===== config.mk =====
export PLATFORM = sky130hd
export DESIGN_NAME = mhc_top
export DESIGN_NICKNAME = d
export VERILOG_FILES = /design/src/verilog/mhc_pkg.sv /design/src/verilog/mhc_pulse_timer.sv /design/src/verilog/mhc_top.sv
export SDC_FILE = /design/constraint.sdc
export NUM_CORES = 1
export LEC_CHECK = 0
export BUFFER_PORTS_ARGS = -buffer_cell sky130_fd_sc_hd__buf_2
export CAP_MARGIN = 20
export CORE_UTILIZATION = 58
export CTS_CLUSTER_DIAMETER = 120
export DETAILED_ROUTE_END_ITERATION = 10
export PLACE_DENSITY = 0.83
export SYNTH_ARGS = -nofsm -noshare
export SYNTH_HDL_FRONTEND = slang
export SYNTH_SLANG_ARGS = --single-unit

===== constraint.sdc =====
create_clock -name i_core_clk -period 3 [get_ports i_core_clk]
set_clock_uncertainty 0.1 [all_clocks]
set_input_delay 0.15 -clock i_core_clk [delete_from_list [all_inputs] [get_ports i_core_clk]]
set_output_delay 0.15 -clock i_core_clk [all_outputs]
set_load 0.01 [all_outputs]

===== src/verilog/mhc_pkg.sv =====
// Package of constants and carrier types for the modem handshake control block
package mhc_pkg;

  // *************************************************************************
  // Timing
  // *************************************************************************
  localparam int unsigned CLK_HZ = 200_000_000;
  localparam int unsigned TICKS_PER_MS = CLK_HZ / 1000;
  localparam int unsigned BREAK_MS = 233;
  localparam int unsigned DISC_PULSE_MS = 70;
  localparam int unsigned RING_TIMEOUT_S = 15;
  localparam int unsigned LOSS_TIMEOUT_S = 5;
  localparam int unsigned RING_TIMEOUT_MS = RING_TIMEOUT_S * 1000;
  localparam int unsigned LOSS_TIMEOUT_MS = LOSS_TIMEOUT_S * 1000;
  localparam int unsigned MS_CNT_W = 18;
  localparam int unsigned DUR_W = 14;

  // Permit line levels
  typedef enum logic [1:0] {MHC_LVL_ZERO, MHC_LVL_MID, MHC_LVL_HIGH} mhc_level_t;

  // Terminal status group
  typedef struct packed {
    logic paper_ok;
    logic on_line;
    logic power_ok;
    logic wake_done;
  } mhc_term_t;

  // Modem status group
  typedef struct packed {
    logic cts;
    logic dcd;
    logic ri;
  } mhc_modem_t;

  // Modem control group
  typedef struct packed {
    logic rts;
    logic dtr;
    logic originate;
  } mhc_ctrl_t;

endpackage


===== src/verilog/mhc_pulse_timer.sv =====
// Millisecond-based one-shot timer used for pulses and timeouts
`timescale 1ns/1ps
module mhc_pulse_timer #(
  parameter int unsigned TICKS_PER_MS = mhc_pkg::TICKS_PER_MS
) (
  input wire logic i_core_clk,
  input wire logic i_rst,
  input wire logic i_start,
  input wire logic i_abort,
  input wire logic [mhc_pkg::DUR_W-1:0] i_dur_ms,
  output logic o_busy,
  output logic o_done
);

  logic [mhc_pkg::MS_CNT_W-1:0] tick_reg;
  logic [mhc_pkg::DUR_W-1:0] ms_reg;
  logic busy_reg;
  logic done_reg;
  logic ms_wrap;

  assign ms_wrap = (tick_reg == mhc_pkg::MS_CNT_W'(TICKS_PER_MS - 1));

  // Count ticks, then milliseconds, while running
  always_ff @(posedge i_core_clk)
  begin
    if (i_rst)
    begin
      tick_reg <= '0;
      ms_reg <= '0;
      busy_reg <= 1'b0;
      done_reg <= 1'b0;
    end
    else
    begin
      done_reg <= 1'b0;
      if (i_abort)
      begin
        busy_reg <= 1'b0;
        tick_reg <= '0;
        ms_reg <= '0;
      end
      else if (i_start && !busy_reg)
      begin
        busy_reg <= 1'b1;
        tick_reg <= '0;
        ms_reg <= '0;
      end
      else if (busy_reg)
      begin
        if (ms_wrap)
        begin
          tick_reg <= '0;
          if (ms_reg == i_dur_ms - mhc_pkg::DUR_W'(1))
          begin
            busy_reg <= 1'b0;
            done_reg <= 1'b1;
          end
          else
          begin
            ms_reg <= ms_reg + mhc_pkg::DUR_W'(1);
          end
        end
        else
        begin
          tick_reg <= tick_reg + mhc_pkg::MS_CNT_W'(1);
        end
      end
    end
  end

  assign o_busy = busy_reg;
  assign o_done = done_reg;

endmodule


===== src/verilog/mhc_top.sv =====
// Terminal-side modem handshake control: permit line, RTS, originate, pulses
`timescale 1ns/1ps
module mhc_top #(
  parameter int unsigned TICKS_PER_MS = mhc_pkg::TICKS_PER_MS
) (
  input wire logic i_core_clk,
  input wire logic i_rst,
  input wire mhc_pkg::mhc_term_t i_term,
  input wire mhc_pkg::mhc_modem_t i_modem,
  input wire logic i_key_data,
  input wire logic i_master_req,
  input wire logic i_permit_zero,
  input wire logic i_answerback_req,
  input wire logic i_break_inject_jumper,
  input wire logic i_status_follow_jumper,
  input wire logic i_switched_net,
  output logic o_tx_data,
  output mhc_pkg::mhc_ctrl_t o_modem,
  output logic o_permit_mid_oe,
  output logic o_permit_high_oe,
  output mhc_pkg::mhc_level_t o_permit_level,
  output logic o_kbd_enable,
  output logic o_select_lamp,
  output logic o_answerback_send
);

  // *************************************************************************
  // Input synchronisers
  // *************************************************************************
  localparam int unsigned NSYNC = 11;
  logic [NSYNC-1:0] sync1_reg;
  logic [NSYNC-1:0] sync2_reg;
  logic [NSYNC-1:0] sync_in;
  mhc_pkg::mhc_term_t term_s;
  mhc_pkg::mhc_modem_t modem_s;
  logic key_s;
  logic master_s;
  logic zero_s;
  logic ab_req_s;

  assign sync_in = {i_term, i_modem, i_key_data, i_master_req, i_permit_zero,
    i_answerback_req};

  // Two flops on every pin input except the jumpers and i_switched_net
  always_ff @(posedge i_core_clk)
  begin
    if (i_rst)
    begin
      sync1_reg <= '0;
      sync2_reg <= '0;
    end
    else
    begin
      sync1_reg <= sync_in;
      sync2_reg <= sync1_reg;
    end
  end

  assign {term_s, modem_s, key_s, master_s, zero_s, ab_req_s} = sync2_reg;

  // *************************************************************************
  // Terminal readiness
  // *************************************************************************
  logic ready;
  logic local_mode;
  logic ready_d_reg;
  logic ready_fall;

  // Ready needs all four conditions
  assign ready = term_s.paper_ok & term_s.on_line & term_s.power_ok
    & term_s.wake_done;
  assign local_mode = term_s.power_ok & ~term_s.on_line;

  // Previous ready for edge detection
  always_ff @(posedge i_core_clk)
  begin
    if (i_rst)
      ready_d_reg <= 1'b0;
    else
      ready_d_reg <= ready;
  end

  assign ready_fall = ready_d_reg & ~ready;

  // *************************************************************************
  // Break limiter and not-ready pulse
  // *************************************************************************
  logic brk_busy;
  logic brk_done;
  logic brk_cut_reg;
  logic nr_busy;
  logic nr_pulse;

  mhc_pulse_timer #(.TICKS_PER_MS(TICKS_PER_MS)) u_brk_tmr (
    .i_core_clk(i_core_clk),
    .i_rst(i_rst),
    .i_start(key_s && !brk_cut_reg),
    .i_abort(!key_s),
    .i_dur_ms(mhc_pkg::DUR_W'(mhc_pkg::BREAK_MS)),
    .o_busy(brk_busy),
    .o_done(brk_done)
  );

  // Hold break off once limit reached, until key releases
  always_ff @(posedge i_core_clk)
  begin
    if (i_rst)
      brk_cut_reg <= 1'b0;
    else if (!key_s)
      brk_cut_reg <= 1'b0;
    else if (brk_done)
      brk_cut_reg <= 1'b1;
  end

  // Not-ready pulse starts on ready fall, ends early if ready returns
  mhc_pulse_timer #(.TICKS_PER_MS(TICKS_PER_MS)) u_nr_tmr (
    .i_core_clk(i_core_clk),
    .i_rst(i_rst),
    .i_start(ready_fall),
    .i_abort(ready && !ready_fall),
    .i_dur_ms(mhc_pkg::DUR_W'(mhc_pkg::BREAK_MS)),
    .o_busy(nr_busy),
    .o_done()
  );

  assign nr_pulse = nr_busy & i_break_inject_jumper;

  logic tx_reg;
  // Outgoing data: limited break or injected not-ready pulse
  always_ff @(posedge i_core_clk)
  begin
    if (i_rst)
      tx_reg <= 1'b0;
    else
      tx_reg <= (key_s & ~brk_cut_reg) | nr_pulse;
  end

  // *************************************************************************
  // Permit line
  // *************************************************************************
  logic want_high;
  mhc_pkg::mhc_level_t level;
  mhc_pkg::mhc_level_t level_reg;
  logic mid_oe_reg;
  logic high_oe_reg;

  assign want_high = modem_s.cts | local_mode;

  // Resolve line: option 0 overrides device drive
  always_comb
  begin
    if (zero_s)
      level = mhc_pkg::MHC_LVL_ZERO;
    else if (want_high)
      level = mhc_pkg::MHC_LVL_HIGH;
    else
      level = mhc_pkg::MHC_LVL_MID;
  end

  // Device drives only M or H
  always_ff @(posedge i_core_clk)
  begin
    if (i_rst)
    begin
      mid_oe_reg <= 1'b1;
      high_oe_reg <= 1'b0;
      level_reg <= mhc_pkg::MHC_LVL_MID;
    end
    else
    begin
      mid_oe_reg <= ~want_high;
      high_oe_reg <= want_high;
      level_reg <= level;
    end
  end

  // *************************************************************************
  // Level effects and modem handshake
  // *************************************************************************
  logic kbd_reg;
  logic lamp_reg;
  logic rts_reg;
  logic ab_pend_reg;
  logic ab_send_reg;
  logic ab_req_d_reg;
  logic ab_rise;

  assign ab_rise = ab_req_s & ~ab_req_d_reg;

  // Keyboard, lamp and RTS follow resolved level
  always_ff @(posedge i_core_clk)
  begin
    if (i_rst)
    begin
      kbd_reg <= 1'b0;
      lamp_reg <= 1'b0;
      rts_reg <= 1'b0;
    end
    else
    begin
      kbd_reg <= (level != mhc_pkg::MHC_LVL_ZERO);
      lamp_reg <= (level == mhc_pkg::MHC_LVL_HIGH);
      rts_reg <= ready && (level != mhc_pkg::MHC_LVL_ZERO);
    end
  end

  // Answerback: ignore in 0, hold in M, send in H
  always_ff @(posedge i_core_clk)
  begin
    if (i_rst)
    begin
      ab_req_d_reg <= 1'b0;
      ab_pend_reg <= 1'b0;
      ab_send_reg <= 1'b0;
    end
    else
    begin
      ab_req_d_reg <= ab_req_s;
      ab_send_reg <= 1'b0;
      if (level == mhc_pkg::MHC_LVL_ZERO)
        ab_pend_reg <= 1'b0;
      else if (level == mhc_pkg::MHC_LVL_HIGH && (ab_rise || ab_pend_reg))
      begin
        ab_send_reg <= 1'b1;
        ab_pend_reg <= 1'b0;
      end
      else if (ab_rise)
        ab_pend_reg <= 1'b1;
    end
  end

  // *************************************************************************
  // Originate request
  // *************************************************************************
  logic orig_reg;

  // Master request passes through; its drop ends originate
  always_ff @(posedge i_core_clk)
  begin
    if (i_rst)
      orig_reg <= 1'b0;
    else
      orig_reg <= master_s;
  end

  // *************************************************************************
  // Disconnect timers
  // *************************************************************************
  logic ri_d_reg;
  logic ring_rise;
  logic conn_reg;
  logic dcd_d_reg;
  logic ring_busy;
  logic ring_done;
  logic loss_busy;
  logic loss_done;
  logic disc_busy;
  logic disc_start;

  assign ring_rise = modem_s.ri & ~ri_d_reg;

  // Track ring edge and established connection
  always_ff @(posedge i_core_clk)
  begin
    if (i_rst)
    begin
      ri_d_reg <= 1'b0;
      dcd_d_reg <= 1'b0;
      conn_reg <= 1'b0;
    end
    else
    begin
      ri_d_reg <= modem_s.ri;
      dcd_d_reg <= modem_s.dcd;
      if (modem_s.dcd)
        conn_reg <= 1'b1;
      else if (loss_done || ring_done)
        conn_reg <= 1'b0;
    end
  end

  mhc_pulse_timer #(.TICKS_PER_MS(TICKS_PER_MS)) u_ring_tmr (
    .i_core_clk(i_core_clk),
    .i_rst(i_rst),
    .i_start(ring_rise && i_switched_net),
    .i_abort(1'b0),
    .i_dur_ms(mhc_pkg::DUR_W'(mhc_pkg::RING_TIMEOUT_MS)),
    .o_busy(ring_busy),
    .o_done(ring_done)
  );

  mhc_pulse_timer #(.TICKS_PER_MS(TICKS_PER_MS)) u_loss_tmr (
    .i_core_clk(i_core_clk),
    .i_rst(i_rst),
    .i_start(conn_reg && dcd_d_reg && !modem_s.dcd && i_switched_net),
    .i_abort(modem_s.dcd),
    .i_dur_ms(mhc_pkg::DUR_W'(mhc_pkg::LOSS_TIMEOUT_MS)),
    .o_busy(loss_busy),
    .o_done(loss_done)
  );

  assign disc_start = (ring_done && !modem_s.dcd) || loss_done;

  mhc_pulse_timer #(.TICKS_PER_MS(TICKS_PER_MS)) u_disc_tmr (
    .i_core_clk(i_core_clk),
    .i_rst(i_rst),
    .i_start(disc_start),
    .i_abort(1'b0),
    .i_dur_ms(mhc_pkg::DUR_W'(mhc_pkg::DISC_PULSE_MS)),
    .o_busy(disc_busy),
    .o_done()
  );

  logic dtr_reg;
  // DTR low during disconnect pulse or, with follow jumper, while not ready
  always_ff @(posedge i_core_clk)
  begin
    if (i_rst)
      dtr_reg <= 1'b0;
    else
      dtr_reg <= ~disc_busy & (ready | ~i_status_follow_jumper);
  end

  // *************************************************************************
  // Outputs
  // *************************************************************************
  assign o_tx_data = tx_reg;
  assign o_modem = '{rts: rts_reg, dtr: dtr_reg, originate: orig_reg};
  assign o_permit_mid_oe = mid_oe_reg;
  assign o_permit_high_oe = high_oe_reg;
  assign o_permit_level = level_reg;
  assign o_kbd_enable = kbd_reg;
  assign o_select_lamp = lamp_reg;
  assign o_answerback_send = ab_send_reg;

  // *************************************************************************
  // Assertions
  // *************************************************************************
  AST_NEVER_BOTH: assert property (@(posedge i_core_clk) disable iff (i_rst)
    !(o_permit_mid_oe && o_permit_high_oe))
    else $error("device drives both M and H");
  AST_ZERO_WINS: assert property (@(posedge i_core_clk) disable iff (i_rst)
    zero_s |=> o_permit_level == mhc_pkg::MHC_LVL_ZERO)
    else $error("zero drive did not win");
  AST_KBD_ZERO: assert property (@(posedge i_core_clk) disable iff (i_rst)
    level == mhc_pkg::MHC_LVL_ZERO |=> !o_kbd_enable && !o_modem.rts)
    else $error("keyboard or rts active in zero state");
  AST_LAMP_H: assert property (@(posedge i_core_clk) disable iff (i_rst)
    o_select_lamp |-> $past(level) == mhc_pkg::MHC_LVL_HIGH)
    else $error("lamp lit outside high");
  AST_RTS: assert property (@(posedge i_core_clk) disable iff (i_rst)
    (ready && level == mhc_pkg::MHC_LVL_MID) |=> o_modem.rts)
    else $error("rts missing at mid with ready");
  AST_CTS_HIGH: assert property (@(posedge i_core_clk) disable iff (i_rst)
    (modem_s.cts && !zero_s) |=> o_permit_high_oe)
    else $error("cts did not raise line");
  AST_LOCAL_HIGH: assert property (@(posedge i_core_clk) disable iff (i_rst)
    (local_mode && !zero_s) |=> o_permit_level == mhc_pkg::MHC_LVL_HIGH)
    else $error("local mode not high");
  AST_ORIG: assert property (@(posedge i_core_clk) disable iff (i_rst)
    master_s |=> o_modem.originate)
    else $error("originate not passed");
  AST_NOINJ: assert property (@(posedge i_core_clk) disable iff (i_rst)
    (!i_break_inject_jumper && !key_s) |=> !o_tx_data)
    else $error("pulse injected without jumper");
  AST_FOLLOW: assert property (@(posedge i_core_clk) disable iff (i_rst)
    (i_status_follow_jumper && !ready) |=> !o_modem.dtr)
    else $error("dtr high while not ready");
endmodule


Word level (Yosys, flattened, before mapping)
Cells that the tools add are included.

Word-level logic and storage cells: 170. Register bits after elaboration: 208. Input bits: 16. Output and inout bits: 11.

Reductions and logical operators: 46. Bitwise gates (word level): 33. Muxes and demuxes: 33. $add $sub $neg: 10. Equal/unequal tests: 11.

Operator list (number): 18-bit by 1-bit adder with 18-bit output (second input constant) (5); 18-bit equality test (second input constant) (5); 18-bit two-way mux (5); 14-bit by 1-bit adder with 14-bit output (second input constant) (5); 14-bit by 8-bit equality test with 1-bit output (second input constant) (2); 1-bit two-way mux (26); 1-bit NOT (20); 3-bit AND reduction (5); 14-bit by 13-bit equality test with 1-bit output (second input constant) (1); 14-bit equality test (second input constant) (1); 14-bit by 7-bit equality test with 1-bit output (second input constant) (1); 1-bit logical AND (14); 2-bit OR reduction (6); 3-bit OR reduction (4); 1-bit AND (10); 5-bit OR reduction (2); 1-bit logical NOT (8); 2-bit two-way mux (2); 2-bit nonzero test (2); 4-bit OR reduction (1); 1-bit logical OR (3); 1-bit OR (3); 2-bit equality test (second input constant) (1); 2-bit logical NOT (1).

Logic depth before layout (Yosys ltp)
Depth in word-level cells: 8. Gate-level depth with buffers: 8. Mapped depth without buffers: 7.

Cells and area by module
Synthesis repeated with hierarchy kept, for this count alone.

Cell total of the unflattened synthesis: 1391. Area, all modules: 11952.7 um^2.

Modules (own cells, without submodules): mhc_pulse_timer at u_brk_tmr ... (cells an instance 256, area an instance 2137.0 um^2, times used 3, sequential area each 680.7 um^2); mhc_pulse_timer at u_disc_tmr (cells an instance 258, area an instance 2210.9 um^2, times used 1, sequential area each 680.7 um^2); mhc_pulse_timer at u_ring_tmr (cells an instance 260, area an instance 2145.8 um^2, times used 1, sequential area each 680.7 um^2); mhc_top (cells an instance 105, area an instance 1184.9 um^2, times used 1, sequential area each 780.7 um^2).

Least setup slack after synthesis
Ideal clock, no wire load.

Kind: reg2reg. From: reg u_ring_tmr.tick_reg[0] (netlist bit). To: reg u_ring_tmr.tick_reg[10] (netlist bit). Buffers on the path: 2. Setup slack: 0.891 ns. Cell stages (with the launch flop): 9. Arrival: 1.881 ns. Cell sequence: dfxtp_1 ha_1 and3_1 clkbuf_1 nand2_1 or2_2 nand2_1 clkbuf_1 nor2_1.

Longest elaborated chain between the ends: 2. Elaborated cells on any way between the ends: 3. Those cells by class: add/sub (1); eq/ne (1); mux (1).

RTL lines: start, declared (RTL line mhc_pulse_timer.sv:15) `logic [mhc_pkg::MS_CNT_W-1:0] tick_reg;`; start signal, assigned (RTL line mhc_pulse_timer.sv:65) `tick_reg <= tick_reg + mhc_pkg::MS_CNT_W'(1);`; 18-bit by 1-bit adder with 18-bit output / 18-bit equality test (equally long branches) (RTL line mhc_pulse_timer.sv:65, mhc_pulse_timer.sv:21); 18-bit two-way mux * (RTL line mhc_pulse_timer.sv:50) `if (ms_wrap)`.

Mark *: on every way between the ends. The rest lies on a longest branch, timed or not. A chain may end at the register's enable or synchronous reset.

Worst setup path in the final report
From: reg u_brk_tmr.busy_reg (netlist: u_brk_tmr.o_busy). To: reg u_brk_tmr.ms_reg[7] (netlist bit).

Longest elaborated chain between the ends: 3. Elaborated cells on any way between the ends: 4. Those cells by class: reduce/logical (4).

RTL lines: start, declared (RTL line mhc_pulse_timer.sv:17) `logic busy_reg;`; start signal, assigned (RTL line mhc_pulse_timer.sv:30) `busy_reg <= 1'b0;`; start signal, assigned (RTL line mhc_pulse_timer.sv:38) `busy_reg <= 1'b0;`; start signal, assigned (RTL line mhc_pulse_timer.sv:44) `busy_reg <= 1'b1;`; 1-bit logical NOT (RTL line mhc_pulse_timer.sv:42) `else if (i_start && !busy_reg)`; 1-bit logical AND (RTL line mhc_pulse_timer.sv:42); 3-bit OR reduction (no line); end signal, assigned (RTL line mhc_pulse_timer.sv:60) `ms_reg <= ms_reg + mhc_pkg::DUR_W'(1);`; end, declared (RTL line mhc_pulse_timer.sv:16) `logic [mhc_pkg::DUR_W-1:0] ms_reg;`.

Parallel ways exist; a longest one is shown, timed or not.

==> run summary <==
The floorplan step defined a die boundary enclosing approximately 16000 um2. The final number of hold-violating endpoints was 0. The final number of setup-violating endpoints is 0. After filler insertion, the fill cell instance count of the layout stands at between 1000 and 1500. The number of global-route vias before repair is between 6000 and 7000.

The post-CTS clock slew at the launch and capture registers of the worst setup and hold paths came out at roughly 0.070 ns. At the end of routability-driven placement, the weighted congestion stood at between 0.8 and 0.9. The power per cell area came out at ~550 nW/um2. The number of distinct library cells after synthesis is around 60. In this run the worst path has a maximum fanout of 10. Of all flip-flops after synthesis, the portion carrying an async set or reset was 0. The area of placed instances came out at ~9400 um2. The share of total power dissipated in sequential elements is 0.496. The design area is 10300 um2. The leakage power total came out at between 3 and 4 nW. The final max-slew violation count is 0. The worst setup path is launched from a register.

The overall die height is approximately 130 um. The final layout contains routed wiring with a total length of ~18000 um. The clock period minus final worst setup slack came out at 2.34 ns. The aggregate global-route resource usage came out at 0.219. The first-pass detailed-route iteration total came out at 4. The setup total negative slack is 0 ns. The critical path goes through nand4_2, nor4_4, nand3_1, buf_4, or3_1, a21oi_1.

The maximum buffer depth of the clock tree came out at 3. The max-capacitance violation count is 0. STA classifies the critical path endpoint as a register. The share of total power dissipated in the clock network is 0.485. The total inserted antenna cells came out at 0. Counting every net in the synthesized netlist gives 1062. The upper clock frequency limit is approximately 0.43 GHz. The post-detailed-placement half-perimeter wirelength came out at approximately 11000 um. The number of rows in the core area is 45. After floorplanning, the core was sized to cover roughly 15000 um2. The mean routed wirelength per cell is about 14 um. The post-synthesis instance area is ~9100 um2. The share of layout cells above drive strength 1 is 0.0846. The per-cell via count in the routed design is 5.56. The sink count of the clock tree is a little over 200. The run finished with clean final reports. The initial antenna violation count is 0. The switching portion of total power is 0.205. The post-synthesis sequential area ratio came out at 0.453. The number of buffer and inverter stages on the critical path is 1.

Yosys attributes the largest share of cell area to sky130_fd_sc_hd__dfxtp_1 (45%), sky130_fd_sc_hd__xor2_1 (6.1%), sky130_fd_sc_hd__nor2_1 (6.0%), sky130_fd_sc_hd__xnor2_1 (4.2%), sky130_fd_sc_hd__nand4_1 (3.8%). Counting the buffers created by CTS gives 21. Setup repair after global routing left no endpoint under its margin. The most used flip-flop cell after synthesis is sky130_fd_sc_hd__dfxtp_1.

The number of warnings issued by yosys came out at 0. The number of gates given a new drive strength after cts is 0. TritonCTS built the clock tree.

The switching component of the power came out at 1.15 mW. The number of nets still failing antenna checks after routing is 0. Among all stages on the critical path, the largest delay is contributed by sky130_fd_sc_hd__dfxtp_1. The delay of the slowest critical-path stage came out at a little under 0.5 ns.

The CTS H-tree depth is 1. The post-synthesis sequential element count came out at between 200 and 250. The layout overhead on the synthesized area came out at 12.3%.

The first-pass GRT wire length is around 30000 um. The transition time at the pin with the least slew margin came out at ~0.73 ns. The initial cell density of the core is 0.597. The post-synthesis cell count is about 1000. Counting instances in the post-synthesis netlist gives the leading cell types as sky130_fd_sc_hd__dfxtp_1 (207), sky130_fd_sc_hd__nor2_1 (147), sky130_fd_sc_hd__nand2_1 (66). The class of the tightest hold or removal check is input pin to register. The share of the clock period used by the worst path is 0.778. The cell internal power dissipation came out at about 4.5 mW. The worst pin sits at a relative slew slack of 0.508. The count of flip-flops with a built-in enable after synthesis came out at 0. For this run, design rule violations remaining after detail routing come to 0. The utilization of the core after routing came out at 0.671.

The combinational share of power came out at 0.019. Of all cell types, the one taking the most synthesized area is sky130_fd_sc_hd__dfxtp_1. The critical path class is register to register. The x dimension of the die came out at about 130 um. Global routing finished with a remaining overflow of 0. The worst-skew pair later-pin latency is roughly 0.5 ns.

Entering global routing, the biggest net connects 33 pins. Data on the critical path is required at its endpoint by roughly 3.3 ns. The most common cell in the synthesized netlist is sky130_fd_sc_hd__dfxtp_1. VDD sags by at most 0.000399 V. The number of nets in the layout came out at 1091. The count of boundary I/O pins came out at 27. Each instance of the synthesized netlist takes up on average ~8.9 um2.

Summing all flip-flop and latch instances after layout gives roughly 4100 um2. STA puts the critical path data arrival time at 2.67 ns. The power consumption is around 5.6 mW. The cell sitting at the root of the clock tree is a sky130_fd_sc_hd__clkbuf_16.

The number of input and output port buffers inserted came out at 26. The kind of cell with the highest combined delay along the critical path is simple AND/OR/NAND/NOR gates. Final hold analysis gives a worst-case slack of approximately 0.056 ns. The share of synthesized area in the top cell type comes to 0.453. The via count of the routed design is approximately 7200.

The area of the multi-input gates is about 4700 um2. In this run, the number of DRC markers left after iteration 0 of detailed routing was 333.
## per-stage QoR
step | setup WS, ns | cells
global placement | 0.770 | 1236
floorplan | 0.891 | 1033
global route | 0.472 | 1287
detailed placement | 0.691 | 1236
CTS | 0.685 | 1287
finish | 0.665 | 1287
## per-layer routing
| metal | vias up | global-route usage | share of wire |
|---|---|---|---|
| li1 | 3693 | - | - |
| met5 | - | 0 | 0 |
| met2 | 119 | 0.377 | 0.47 |
| met3 | 28 | 0.0327 | 0.036 |
| met4 | 0 | 0.0651 | 0.020 |
| met1 | 3312 | 0.285 | 0.48 |
## power groups by stage
stage / Sequential (mW) / Clock, mW / Combinational [mW]
2_1_floorplan: 2.84 / 0 / 0.0636
3_3_place_gp: 2.84 / 0 / 0.0926
3_5_place_dp: 2.84 / 0 / 0.0937
4_1_cts: 2.78 / 2.76 / 0.108
5_1_grt: 2.78 / 2.88 / 0.118
6_report: 2.78 / 2.72 / 0.107
## timing repair
action / CTS / global route
buffers inserted: 0 / 0
hold endpoints to repair: 15 / 0
hold buffers: 14 / 0
## cell families (layout without fill, tap and decap cells)
logic type | count (synthesis) | after routing | synth area share
buffers and inverters | 60 | 103 | 0.0278
AND/OR/NAND/NOR | 546 | 546 | 0.334
adder cells (fa/ha/maj) | 13 | 13 | 0.0178
multiplexers | 4 | 4 | 0.00438
flip-flops | 207 | 207 | 0.453
XOR/XNOR | 108 | 108 | 0.103
AO/OA/AOI/OAI | 95 | 95 | 0.0594
## final timing paths
| kind | start | end | slack, ns | cells past startpoint |
|---|---|---|---|---|
| setup / recovery | u_brk_tmr.o_busy | u_brk_tmr.ms_reg[7] | 0.66 | 6 |
| hold / removal | i_rst | dcd_d_reg | 0.06 | 2 |
| setup reg to reg | u_brk_tmr.o_busy | u_brk_tmr.ms_reg[7] | 0.66 | 6 |
| hold reg to reg | sync1_reg[5] | sync2_reg[5] | 0.34 | 1 |
## cell usage in the layout, fill, tap and decap left out, drive strengths merged, types with 6 or more instances in the layout
master,Yosys,routed
a21oi,43,43
and2,8,8
and3,35,35
and4,19,19
buf,12,31
clkbuf,27,27
dfxtp,207,207
dlygate4sd3,0,14
ha,13,13
inv,21,22
nand2,66,66
nand3,62,62
nand4,57,57
nor2,147,147
nor2b,28,28
nor3,27,27
nor3b,7,7
nor4,8,8
nor4b,12,12
o211ai,6,6
o21ai,26,26
o31ai,8,8
or2,8,8
or3,25,25
or4,14,14
xnor2,44,44
xor2,64,64
## cell type report
type	count	share of cell area
clock buffer	27	0.0573
clock inverter	10	0.0134
inverter	21	0.00768
multi-input combinational	766	0.462
sequential	207	0.404
tap	211	0.0257
timing repair buffer	45	0.0300
Power figures use the tool's default switching activity.
